### config.mk
export PLATFORM = sky130hd
export DESIGN_NAME = slot_keystream_xor_mapper
export DESIGN_NICKNAME = d
export VERILOG_FILES = /design/src/rtl/ks_map_pkg.sv /design/src/rtl/slot_keystream_xor_mapper.sv
export SDC_FILE = /design/constraint.sdc
export NUM_CORES = 1
export LEC_CHECK = 0
export ABC_AREA = 1
export BUFFER_PORTS_ARGS = -buffer_cell sky130_fd_sc_hd__clkbuf_2
export CAP_MARGIN = 20
export CORE_ASPECT_RATIO = 0.9
export CORE_MARGIN = 2
export CORE_UTILIZATION = 40
export CTS_CLUSTER_DIAMETER = 200
export DETAILED_ROUTE_END_ITERATION = 8
export PLACE_DENSITY_LB_ADDON = 0.12
export SETUP_SLACK_MARGIN = 0.05
export SLEW_MARGIN = 20
export SYNTH_ARGS = -nofsm -noshare
export SYNTH_HDL_FRONTEND = slang
export SYNTH_SLANG_ARGS = --single-unit
### constraint.sdc
create_clock -name clk_sys_i -period 7.1 [get_ports clk_sys_i]
set_clock_uncertainty 0.05 [all_clocks]
set_input_delay 0.71 -clock clk_sys_i [delete_from_list [all_inputs] [get_ports clk_sys_i]]
set_output_delay 0.71 -clock clk_sys_i [all_outputs]
set_load 0.02 [all_outputs]
### src/rtl/ks_map_pkg.sv
// package for the slot key stream xor mapper: register map, field layout, slot tables and carrier types
// assumes a single 200 MHz system clock and an ahb-lite register bus
package ks_map_pkg;
  localparam int CLK_PERIOD_NS = 5;
  localparam int POS_W         = 12;

  // register byte offsets
  localparam logic [7:0] CTRL_OFS   = 8'h00;
  localparam logic [7:0] STATUS_OFS = 8'h04;
  localparam logic [7:0] IMAX_OFS   = 8'h08;

  // control register fields
  localparam int CT_BIT    = 0;
  localparam int SLOT_LSB  = 1;
  localparam int MOD_LSB   = 3;
  localparam int FMT_LSB   = 5;
  localparam int J_LSB     = 8;
  localparam int J_W       = 8;
  localparam logic [31:0] CTRL_RST = 32'h0000_0000;

  // status register fields
  localparam int STAT_HELD_BIT  = 16;
  localparam int STAT_VALID_BIT = 17;

  // segment layout
  localparam int A_BITS      = 40;
  localparam int SUB_PERIOD  = 80;
  localparam int SUB_DATA    = 64;

  // data bit counts, indexed by modulation combination
  localparam int HALF_BASE [4] = '{160, 240, 224, 368};
  localparam int HALF_MULT [4] = '{2, 3, 2, 3};
  localparam int FULL_UNP  [4] = '{640, 960, 704, 1088};
  localparam int DBL_UNP   [4] = '{1600, 2400, 1664, 2528};
  localparam int FULL_SGL  [4] = '{608, 928, 672, 1056};
  localparam int DBL_SGL   [4] = '{1568, 2368, 1632, 2496};

  typedef enum logic [1:0] {SLOT_HALF, SLOT_FULL, SLOT_DOUBLE, SLOT_RSVD} slot_len_t;
  typedef enum logic [1:0] {MOD_2_4, MOD_2_8, MOD_4_4, MOD_8_8} mod_combo_t;
  typedef enum logic [1:0] {FMT_UNPROT, FMT_SINGLE, FMT_MULTI, FMT_RSVD} bfmt_t;

  // one field bit on the stream; first marks a8, the first bit of a slot
  typedef struct packed {
    logic first;
    logic bit_v;
  } field_bit_t;
endpackage : ks_map_pkg

### src/rtl/slot_keystream_xor_mapper.sv
// slot key stream xor mapper: xors key stream segment bits onto a and b field bits of one slot
// assumes field bits arrive a8..a47 then b0 onward, and the key stream generator runs in lockstep
//
// The address map and the AHB-Lite register port were decided locally.
`timescale 1ns/1ps

module slot_keystream_xor_mapper
  import ks_map_pkg::*;
#(
  parameter int POS_WIDTH = POS_W
) (
  input  wire logic        clk_sys_i,
  input  wire logic        rst_i,
  input  wire logic        hsel_i,
  input  wire logic [31:0] haddr_i,
  input  wire logic [1:0]  htrans_i,
  input  wire logic        hwrite_i,
  input  wire logic [2:0]  hsize_i,
  input  wire logic [31:0] hwdata_i,
  input  wire logic        hready_i,
  output logic      [31:0] hrdata_o,
  output logic             hreadyout_o,
  output logic             hresp_o,
  input  wire logic        key_valid_i,
  input  wire logic        key_bit_i,
  output logic             key_ready_o,
  input  wire logic        data_valid_i,
  input  wire field_bit_t  data_i,
  output logic             data_ready_o,
  output logic             out_valid_o,
  output field_bit_t       out_o,
  input  wire logic        out_ready_i
);
  if (POS_WIDTH < POS_W) begin : g_chk
    $error("POS_WIDTH too small for double slot segments");
  end

  typedef struct packed {
    logic [31:0]          ctrl;
    logic [POS_WIDTH-1:0] pos;
    logic                 key_held;
    logic                 key_free;
    logic                 key_bit;
    logic [1:0]           cnt;
    field_bit_t           head;
    field_bit_t           tail;
    logic                 out_valid;
    logic                 data_ready;
    logic                 wr_pend;
    logic [7:0]           wr_addr;
    logic [31:0]          hrdata;
  } state_t;

  state_t st_r;
  state_t st_nxt;

  function automatic logic [POS_WIDTH-1:0] imax_f(input logic [1:0] slot, input logic [1:0] md,
                                                  input logic [1:0] fmt, input logic [J_W-1:0] j);
    int v;
    v = 0;
    case (slot)
      SLOT_HALF:   v = (fmt == FMT_SINGLE) ? 0 : HALF_BASE[md] + HALF_MULT[md] * int'(j);
      SLOT_FULL:   v = (fmt == FMT_SINGLE) ? FULL_SGL[md] : FULL_UNP[md];
      SLOT_DOUBLE: v = (fmt == FMT_SINGLE) ? DBL_SGL[md] : DBL_UNP[md];
      default:     v = 0;
    endcase
    return POS_WIDTH'(v);
  endfunction : imax_f

  logic [POS_WIDTH-1:0] imax_c;
  logic [POS_WIDTH-1:0] kss_max_c;
  logic [POS_WIDTH-1:0] p_c;
  logic [POS_WIDTH-1:0] bi_c;
  logic                 need_key_c;
  logic                 enc_c;
  logic                 in_fire_c;
  logic                 out_fire_c;
  logic                 ahb_req_c;
  field_bit_t           res_c;
  logic [31:0]          rd_c;

  always_comb begin
    st_nxt = st_r;
    // count follows the slot table; check-word format bits past it stay clear
    imax_c    = imax_f(st_r.ctrl[SLOT_LSB+:2], st_r.ctrl[MOD_LSB+:2], st_r.ctrl[FMT_LSB+:2],
                       st_r.ctrl[J_LSB+:J_W]);
    kss_max_c = imax_f(st_r.ctrl[SLOT_LSB+:2], st_r.ctrl[MOD_LSB+:2], FMT_UNPROT,
                       st_r.ctrl[J_LSB+:J_W]) + POS_WIDTH'(A_BITS);
    p_c        = data_i.first ? '0 : st_r.pos;
    bi_c       = p_c - POS_WIDTH'(A_BITS);
    need_key_c = p_c < kss_max_c;
    if (p_c < POS_WIDTH'(A_BITS)) begin
      enc_c = st_r.ctrl[CT_BIT];
    end else if (bi_c >= imax_c) begin
      enc_c = 1'b0;
    end else if (st_r.ctrl[FMT_LSB+:2] == FMT_MULTI) begin
      enc_c = (bi_c % POS_WIDTH'(SUB_PERIOD)) < POS_WIDTH'(SUB_DATA);
    end else begin
      enc_c = 1'b1;
    end
    in_fire_c  = data_valid_i && st_r.data_ready;
    out_fire_c = st_r.out_valid && out_ready_i;
    res_c.first = data_i.first;
    res_c.bit_v = data_i.bit_v ^ (enc_c & st_r.key_bit);

    // key holding slot; a key bit past the segment end is kept for the next slot
    if (in_fire_c && need_key_c) begin
      st_nxt.key_held = 1'b0;
    end
    if (!st_r.key_held && key_valid_i) begin
      st_nxt.key_held = 1'b1;
      st_nxt.key_bit  = key_bit_i;
    end
    // registered copy so key_ready_o leaves a flip-flop directly
    st_nxt.key_free = !st_nxt.key_held;
    if (in_fire_c) begin
      st_nxt.pos = (p_c == '1) ? p_c : p_c + 1'b1;
    end

    // two-entry output buffer, head always presented
    case ({in_fire_c, out_fire_c})
      2'b10: begin
        if (st_r.cnt == 2'd0) st_nxt.head = res_c;
        else st_nxt.tail = res_c;
        st_nxt.cnt = st_r.cnt + 2'd1;
      end
      2'b01: begin
        st_nxt.head = st_r.tail;
        st_nxt.cnt  = st_r.cnt - 2'd1;
      end
      2'b11: begin
        if (st_r.cnt == 2'd1) st_nxt.head = res_c;
        else begin
          st_nxt.head = st_r.tail;
          st_nxt.tail = res_c;
        end
      end
      default: st_nxt.cnt = st_r.cnt;
    endcase
    st_nxt.out_valid  = st_nxt.cnt != 2'd0;
    // a data bit is taken only with a key bit already held, so no taken bit ever stalls
    st_nxt.data_ready = (st_nxt.cnt != 2'd2) && st_nxt.key_held;

    // ahb-lite slave, zero wait states
    ahb_req_c = hsel_i && htrans_i[1] && hready_i;
    rd_c      = 32'h0000_0000;
    if (st_r.wr_pend && st_r.wr_addr == CTRL_OFS) begin
      st_nxt.ctrl = {16'h0000, hwdata_i[15:8], 1'b0, hwdata_i[6:0]};
    end
    // a read whose address phase overlaps a control write's data phase sees the new value
    case (haddr_i[7:0])
      CTRL_OFS:   rd_c = st_nxt.ctrl;
      STATUS_OFS: rd_c = {14'h0000, st_r.out_valid, st_r.key_held, 4'h0, 12'(st_r.pos)};
      IMAX_OFS:   rd_c = {20'h0_0000, 12'(imax_f(st_nxt.ctrl[SLOT_LSB+:2], st_nxt.ctrl[MOD_LSB+:2],
                                                 st_nxt.ctrl[FMT_LSB+:2], st_nxt.ctrl[J_LSB+:J_W]))};
      default:    rd_c = 32'h0000_0000;
    endcase
    st_nxt.wr_pend = ahb_req_c && hwrite_i;
    st_nxt.wr_addr = haddr_i[7:0];
    st_nxt.hrdata  = (ahb_req_c && !hwrite_i) ? rd_c : 32'h0000_0000;
  end

  always_ff @(posedge clk_sys_i) begin
    if (rst_i) begin
      st_r          <= '0;
      st_r.ctrl     <= CTRL_RST;
      st_r.key_free <= 1'b1;
    end else begin
      st_r <= st_nxt;
    end
  end

  assign hrdata_o     = st_r.hrdata;
  assign hreadyout_o  = 1'b1;
  assign hresp_o      = 1'b0;
  assign key_ready_o  = st_r.key_free;
  assign data_ready_o = st_r.data_ready;
  assign out_valid_o  = st_r.out_valid;
  assign out_o        = st_r.head;

  property p_a_field_xor;
    @(posedge clk_sys_i) disable iff (rst_i)
    (in_fire_c && p_c < POS_WIDTH'(A_BITS) && st_r.cnt == 2'd0 && !out_fire_c)
      |=> (out_o.bit_v == ($past(data_i.bit_v) ^ ($past(st_r.ctrl[CT_BIT]) & $past(st_r.key_bit))));
  endproperty
  a_a_field_xor: assert property (p_a_field_xor) else $error("a field bit wrongly ciphered");

  property p_unprot_enc;
    @(posedge clk_sys_i) disable iff (rst_i)
    (in_fire_c && st_r.ctrl[FMT_LSB+:2] == FMT_UNPROT && p_c >= POS_WIDTH'(A_BITS)) |-> (enc_c == (bi_c < imax_c));
  endproperty
  a_unprot_enc: assert property (p_unprot_enc) else $error("unprotected span wrong");

  property p_single_enc;
    @(posedge clk_sys_i) disable iff (rst_i)
    (in_fire_c && st_r.ctrl[FMT_LSB+:2] == FMT_SINGLE && st_r.ctrl[SLOT_LSB+:2] == SLOT_FULL
     && st_r.ctrl[MOD_LSB+:2] == MOD_2_4 && p_c >= POS_WIDTH'(A_BITS)) |-> (enc_c == (bi_c < 12'd608));
  endproperty
  a_single_enc: assert property (p_single_enc) else $error("single subfield span wrong");

  property p_count_sel;
    @(posedge clk_sys_i) disable iff (rst_i)
    (st_r.ctrl[SLOT_LSB+:2] == SLOT_DOUBLE && st_r.ctrl[MOD_LSB+:2] == MOD_8_8
     && st_r.ctrl[FMT_LSB+:2] == FMT_UNPROT) |-> (imax_c == 12'd2528 && kss_max_c == 12'd2568);
  endproperty
  a_count_sel: assert property (p_count_sel) else $error("encrypted count wrong");

  property p_multi_data;
    @(posedge clk_sys_i) disable iff (rst_i)
    (in_fire_c && st_r.ctrl[FMT_LSB+:2] == FMT_MULTI && p_c >= 12'd40 && p_c <= 12'd103) |-> enc_c;
  endproperty
  a_multi_data: assert property (p_multi_data) else $error("first subfield not ciphered");

  property p_multi_skip;
    @(posedge clk_sys_i) disable iff (rst_i)
    (in_fire_c && st_r.ctrl[FMT_LSB+:2] == FMT_MULTI && p_c >= 12'd104 && p_c <= 12'd119)
      |-> (!enc_c && need_key_c);
  endproperty
  a_multi_skip: assert property (p_multi_skip) else $error("check word key bits misused");

  property p_pass_through;
    @(posedge clk_sys_i) disable iff (rst_i)
    (in_fire_c && !enc_c && st_r.cnt == 2'd0 && !out_fire_c) |=> (out_o == $past(data_i));
  endproperty
  a_pass_through: assert property (p_pass_through) else $error("clear bit altered");

  property p_key_kept;
    @(posedge clk_sys_i) disable iff (rst_i)
    (in_fire_c && !need_key_c) |=> st_r.key_held;
  endproperty
  a_key_kept: assert property (p_key_kept) else $error("key bit consumed past segment");
endmodule : slot_keystream_xor_mapper

==> metrics.md <==
| Metric | Value |
|---|---|
| Slew Viols, Final | 0 |
| Clk network pwr share | 34.2% |
| Clock sink total | 96 |
| NetSw | 0.4774 mW |
| Share of power burned in registers | 39.9% |
| Int Pwr | 0.9283 mW |
| Die width | 148.6 um |
| Postcts setup bufs | 0 |
| Mapped Area | 7527 um^2 |
| Largest net degree at the start of global routing | 56 |
| Die Height | 134.1 um |
| Sw Share | 33.96% |
| Fmax achieved | 174.4 MHz |
| Final ANT Viol Nets | 0 |
| Vias | 6,355 |
| RSZ-0062 raised after global routing | no |
| Async S/R FF share, synth | 0% |
| Vias in the first global route | 5,944 |
| Library cells used by synthesis | 54 |
| Rel. slew slack | 45.85% |
| ANT cells | 0 |
| Setup_tns | 0 ns |
| Fillers | 1,957 |
| Cells after Synth | 1,033 |
| Primary FF master, synth | dfxtp_1 |
| Worst-margin pin slew | 0.8100 ns |
| Initial antenna violation count | 0 |
| Placed cells | 1,301 |
| Tcrit/Tclk final | 80.76% |
| Post-layout min period | 5.734 ns |
| Fin Hold WS | 0.3915 ns |
| Worst path arrival time | 5.93 ns |
| Worst Setup Path Type | reg -> reg |
| Post-DR wirelength/cell | 13.07 um |
| I/O Pins | 119 |
| Most common cell after layout, fill and taps aside | inv_1 |
| Top cells by area, synth | dfxtp_1, ha_1, inv_1, nand2_1, nor2_1 |
| Core Box Area | 18,410 um^2 |
| Area delta synth->final | 8.793% |
| Layout cells sized above 1 | 15.02% |
| Initial DRC count | 311 |
| CTS Buf Count | 9 |
| CTS Hold Bufs | 0 |
| # setup viols final | 0 |
| Initial cell density of the core | 40.89% |
| Critical Path Start Type | flop |
| Power Dens Cells | 171.7 nW/um^2 |
| Sequential area share after synthesis | 25.53% |
| TritonCTS clock tree | built |
| Footprint of the multi-input gates | 4548 um^2 |
| Top cell type's share of synthesized area | 25.53% |
| Net count after synthesis | 1,224 |
| Worst-Skew Late Latency | 0.34 ns |
| Layout Nets | 1,258 |
| Final WS setup | 1.366 ns |
| Gate power share | 25.9% |
| Clock Tree Buf Depth | 2 |
| Crit end category | flop |
| Row count | 47 |
| Grt total ovfl | 0 |
| Synth area leader | dfxtp_1 |
| WHS Path Cells | 2 |
| Most frequent cells in the layout | inv_1, nand2_1, nor2_1, ha_1, dfxtp_1 |
| Register Area | 1922 um^2 |
| Number of remaining DRC errors | 0 |
| Leakage | 4.014 nW |
| Die area | 19,930 um^2 |
| Status | finished, final reports clean |
| DPL Wire Length | 14,090 um |
| Vias per inst | 4.825 |
| Root Driver | clkbuf_16 |
| Max VDD drop | 108.3 uV |
| Worst r2r path cells | 27 |
| Drt first pass iters | 5 |
| Crit-path max FO | 14 |
| Wire length after detailed routing | 17,210 um |
| Pre-CTS WS | 1.315 ns |
| Gpl congestion | 0.8814 |
| First-pass GRT wire length | 28,650 um |
| Hold crit path type | reg -> reg |
| Critical path data required time | 7.30 ns |
| Gr usage total | 17.76% |
| Post-CTS sizing | 0 |
| Worst-path clk slew | 0.07 ns |
| Max-cap violations | 0 |
| Synthesis Warnings | 0 |
| Hold Fails Final Rpt | 0 |
| H-Tree Depth | 3 |
| Synth Register Bits | 96 |
| Buffers on Ports | 71 |
| Non-Filler Instances | 1,317 |
| Syn Area/Cell | 7.287 um^2 |
| EDFF count, synth | 0 |
==> sequential cells by signal, indices dropped and copies added (netlist names) <==
register,cells
hrdata_o,32
out_o,2
key_ready_o,1
st_r,59
data_ready_o,1
out_valid_o,1
==> final timing paths <==
| path | slack [ns] | endpoint | start |
|---|---|---|---|
| worst min register to register | 0.39 | st_r[81]$_SDFF_PP0_ | st_r[81]$_SDFF_PP0_ |
| worst max register to register | 1.37 | st_r[43]$_SDFFE_PP0P_ | st_r[67]$_SDFF_PP0_ |
| worst max-delay path | 1.37 | st_r[43]$_SDFFE_PP0P_ | st_r[67]$_SDFF_PP0_ |
| worst min-delay path | 0.39 | st_r[81]$_SDFF_PP0_ | st_r[81]$_SDFF_PP0_ |
==> logic make-up after synthesis <==
| family | count (synthesis) | synth area share [%] |
|---|---|---|
| muxes | 1 | 0.1330 |
| buffers and inverters | 241 | 14.05 |
| adders and majority gates | 111 | 19.85 |
| DFF | 96 | 25.53 |
| other | 2 | 0.09977 |
| and+or+nand+nor | 419 | 26.50 |
| AOI/OAI and AO/OA | 145 | 11.65 |
| xor gates and xnor gates | 18 | 2.194 |
==> critical path, cell delays in order, from the launching register on <==
cell,delay [ns]
dfxtp_1,0.62
nand2_1,0.09
inv_1,0.07
ha_1,0.14
ha_1,0.23
ha_1,0.19
inv_1,0.07
fa_1,0.43
fa_1,0.39
inv_1,0.06
ha_1,0.17
inv_1,0.06
fa_1,0.41
o31ai_1,0.34
nor2_1,0.08
o31ai_1,0.56
nand2_1,0.18
ha_1,0.34
a21oi_1,0.14
o21bai_1,0.07
a2111oi_0,0.41
nand2_1,0.10
nand2_1,0.13
nand3_1,0.11
nand2_1,0.08
nand2_1,0.05
nand2_1,0.05
inv_1,0.03
==> cell usage after synthesis (2+ instances only) <==
library cell	number
nor2_2	6
nand3_1	42
nor2_1	110
inv_1	179
o21bai_1	2
a21oi_1	40
nand3_2	7
o21ai_2	3
nor3_1	40
nand2_1	145
buf_1	2
o211ai_1	8
o21ai_1	4
inv_2	6
nand2_4	5
buf_6	2
xnor2_1	7
buf_4	36
o22ai_1	8
nand3b_1	4
nor2_4	2
o21ai_0	43
xor2_1	10
fa_1	14
nand3_4	2
conb_1	2
a211oi_1	5
or2_2	13
ha_1	97
o31ai_1	5
nand2_2	18
o221ai_1	8
a21o_1	2
nand4_1	15
clkbuf_1	15
dfxtp_1	96
nor3b_1	5
nor4_1	3
a31oi_1	7
==> layer usage <==
layer	up-vias	part of all wire, %	GRT usage (%)	wire length (um)
li1	3380	-	-	-
met1	2834	52	25.54	8927
met2	127	43	28.37	7395
met5	-	0	0	0
met3	14	4.2	2.891	715
met4	0	0.99	3.228	170
==> through the flow <==
stage | cell area [um^2] | utilization [%] | power (mW)
after floorplan | 7527 | - | 0.8668
after global placement | 7885 | 42.84 | 0.9376
after detailed placement | 7885 | 42.84 | 0.9388
after CTS | 8189 | 44.49 | 1.423
after global routing | 8189 | 44.49 | 1.499
final | 8189 | 44.49 | 1.406
==> power groups by stage <==
stage / sequential (mW) / combinational [mW] / clock, mW
final: 0.561 / 0.364 / 0.481
after global routing: 0.563 / 0.415 / 0.521
after detailed placement: 0.573 / 0.365 / 0
after global placement: 0.573 / 0.364 / 0
after CTS: 0.561 / 0.368 / 0.494
after floorplan: 0.573 / 0.293 / 0
==> cell type report <==
class,instances,share of cell area (%)
tap,245,3.743
sequential,96,23.47
inverter,186,8.556
clock inverter,7,0.9626
clock buffer,9,2.750
multi-input combinational,696,55.54
timing repair buffer,78,4.981
No activity file was read; power rests on OpenSTA's default activity.
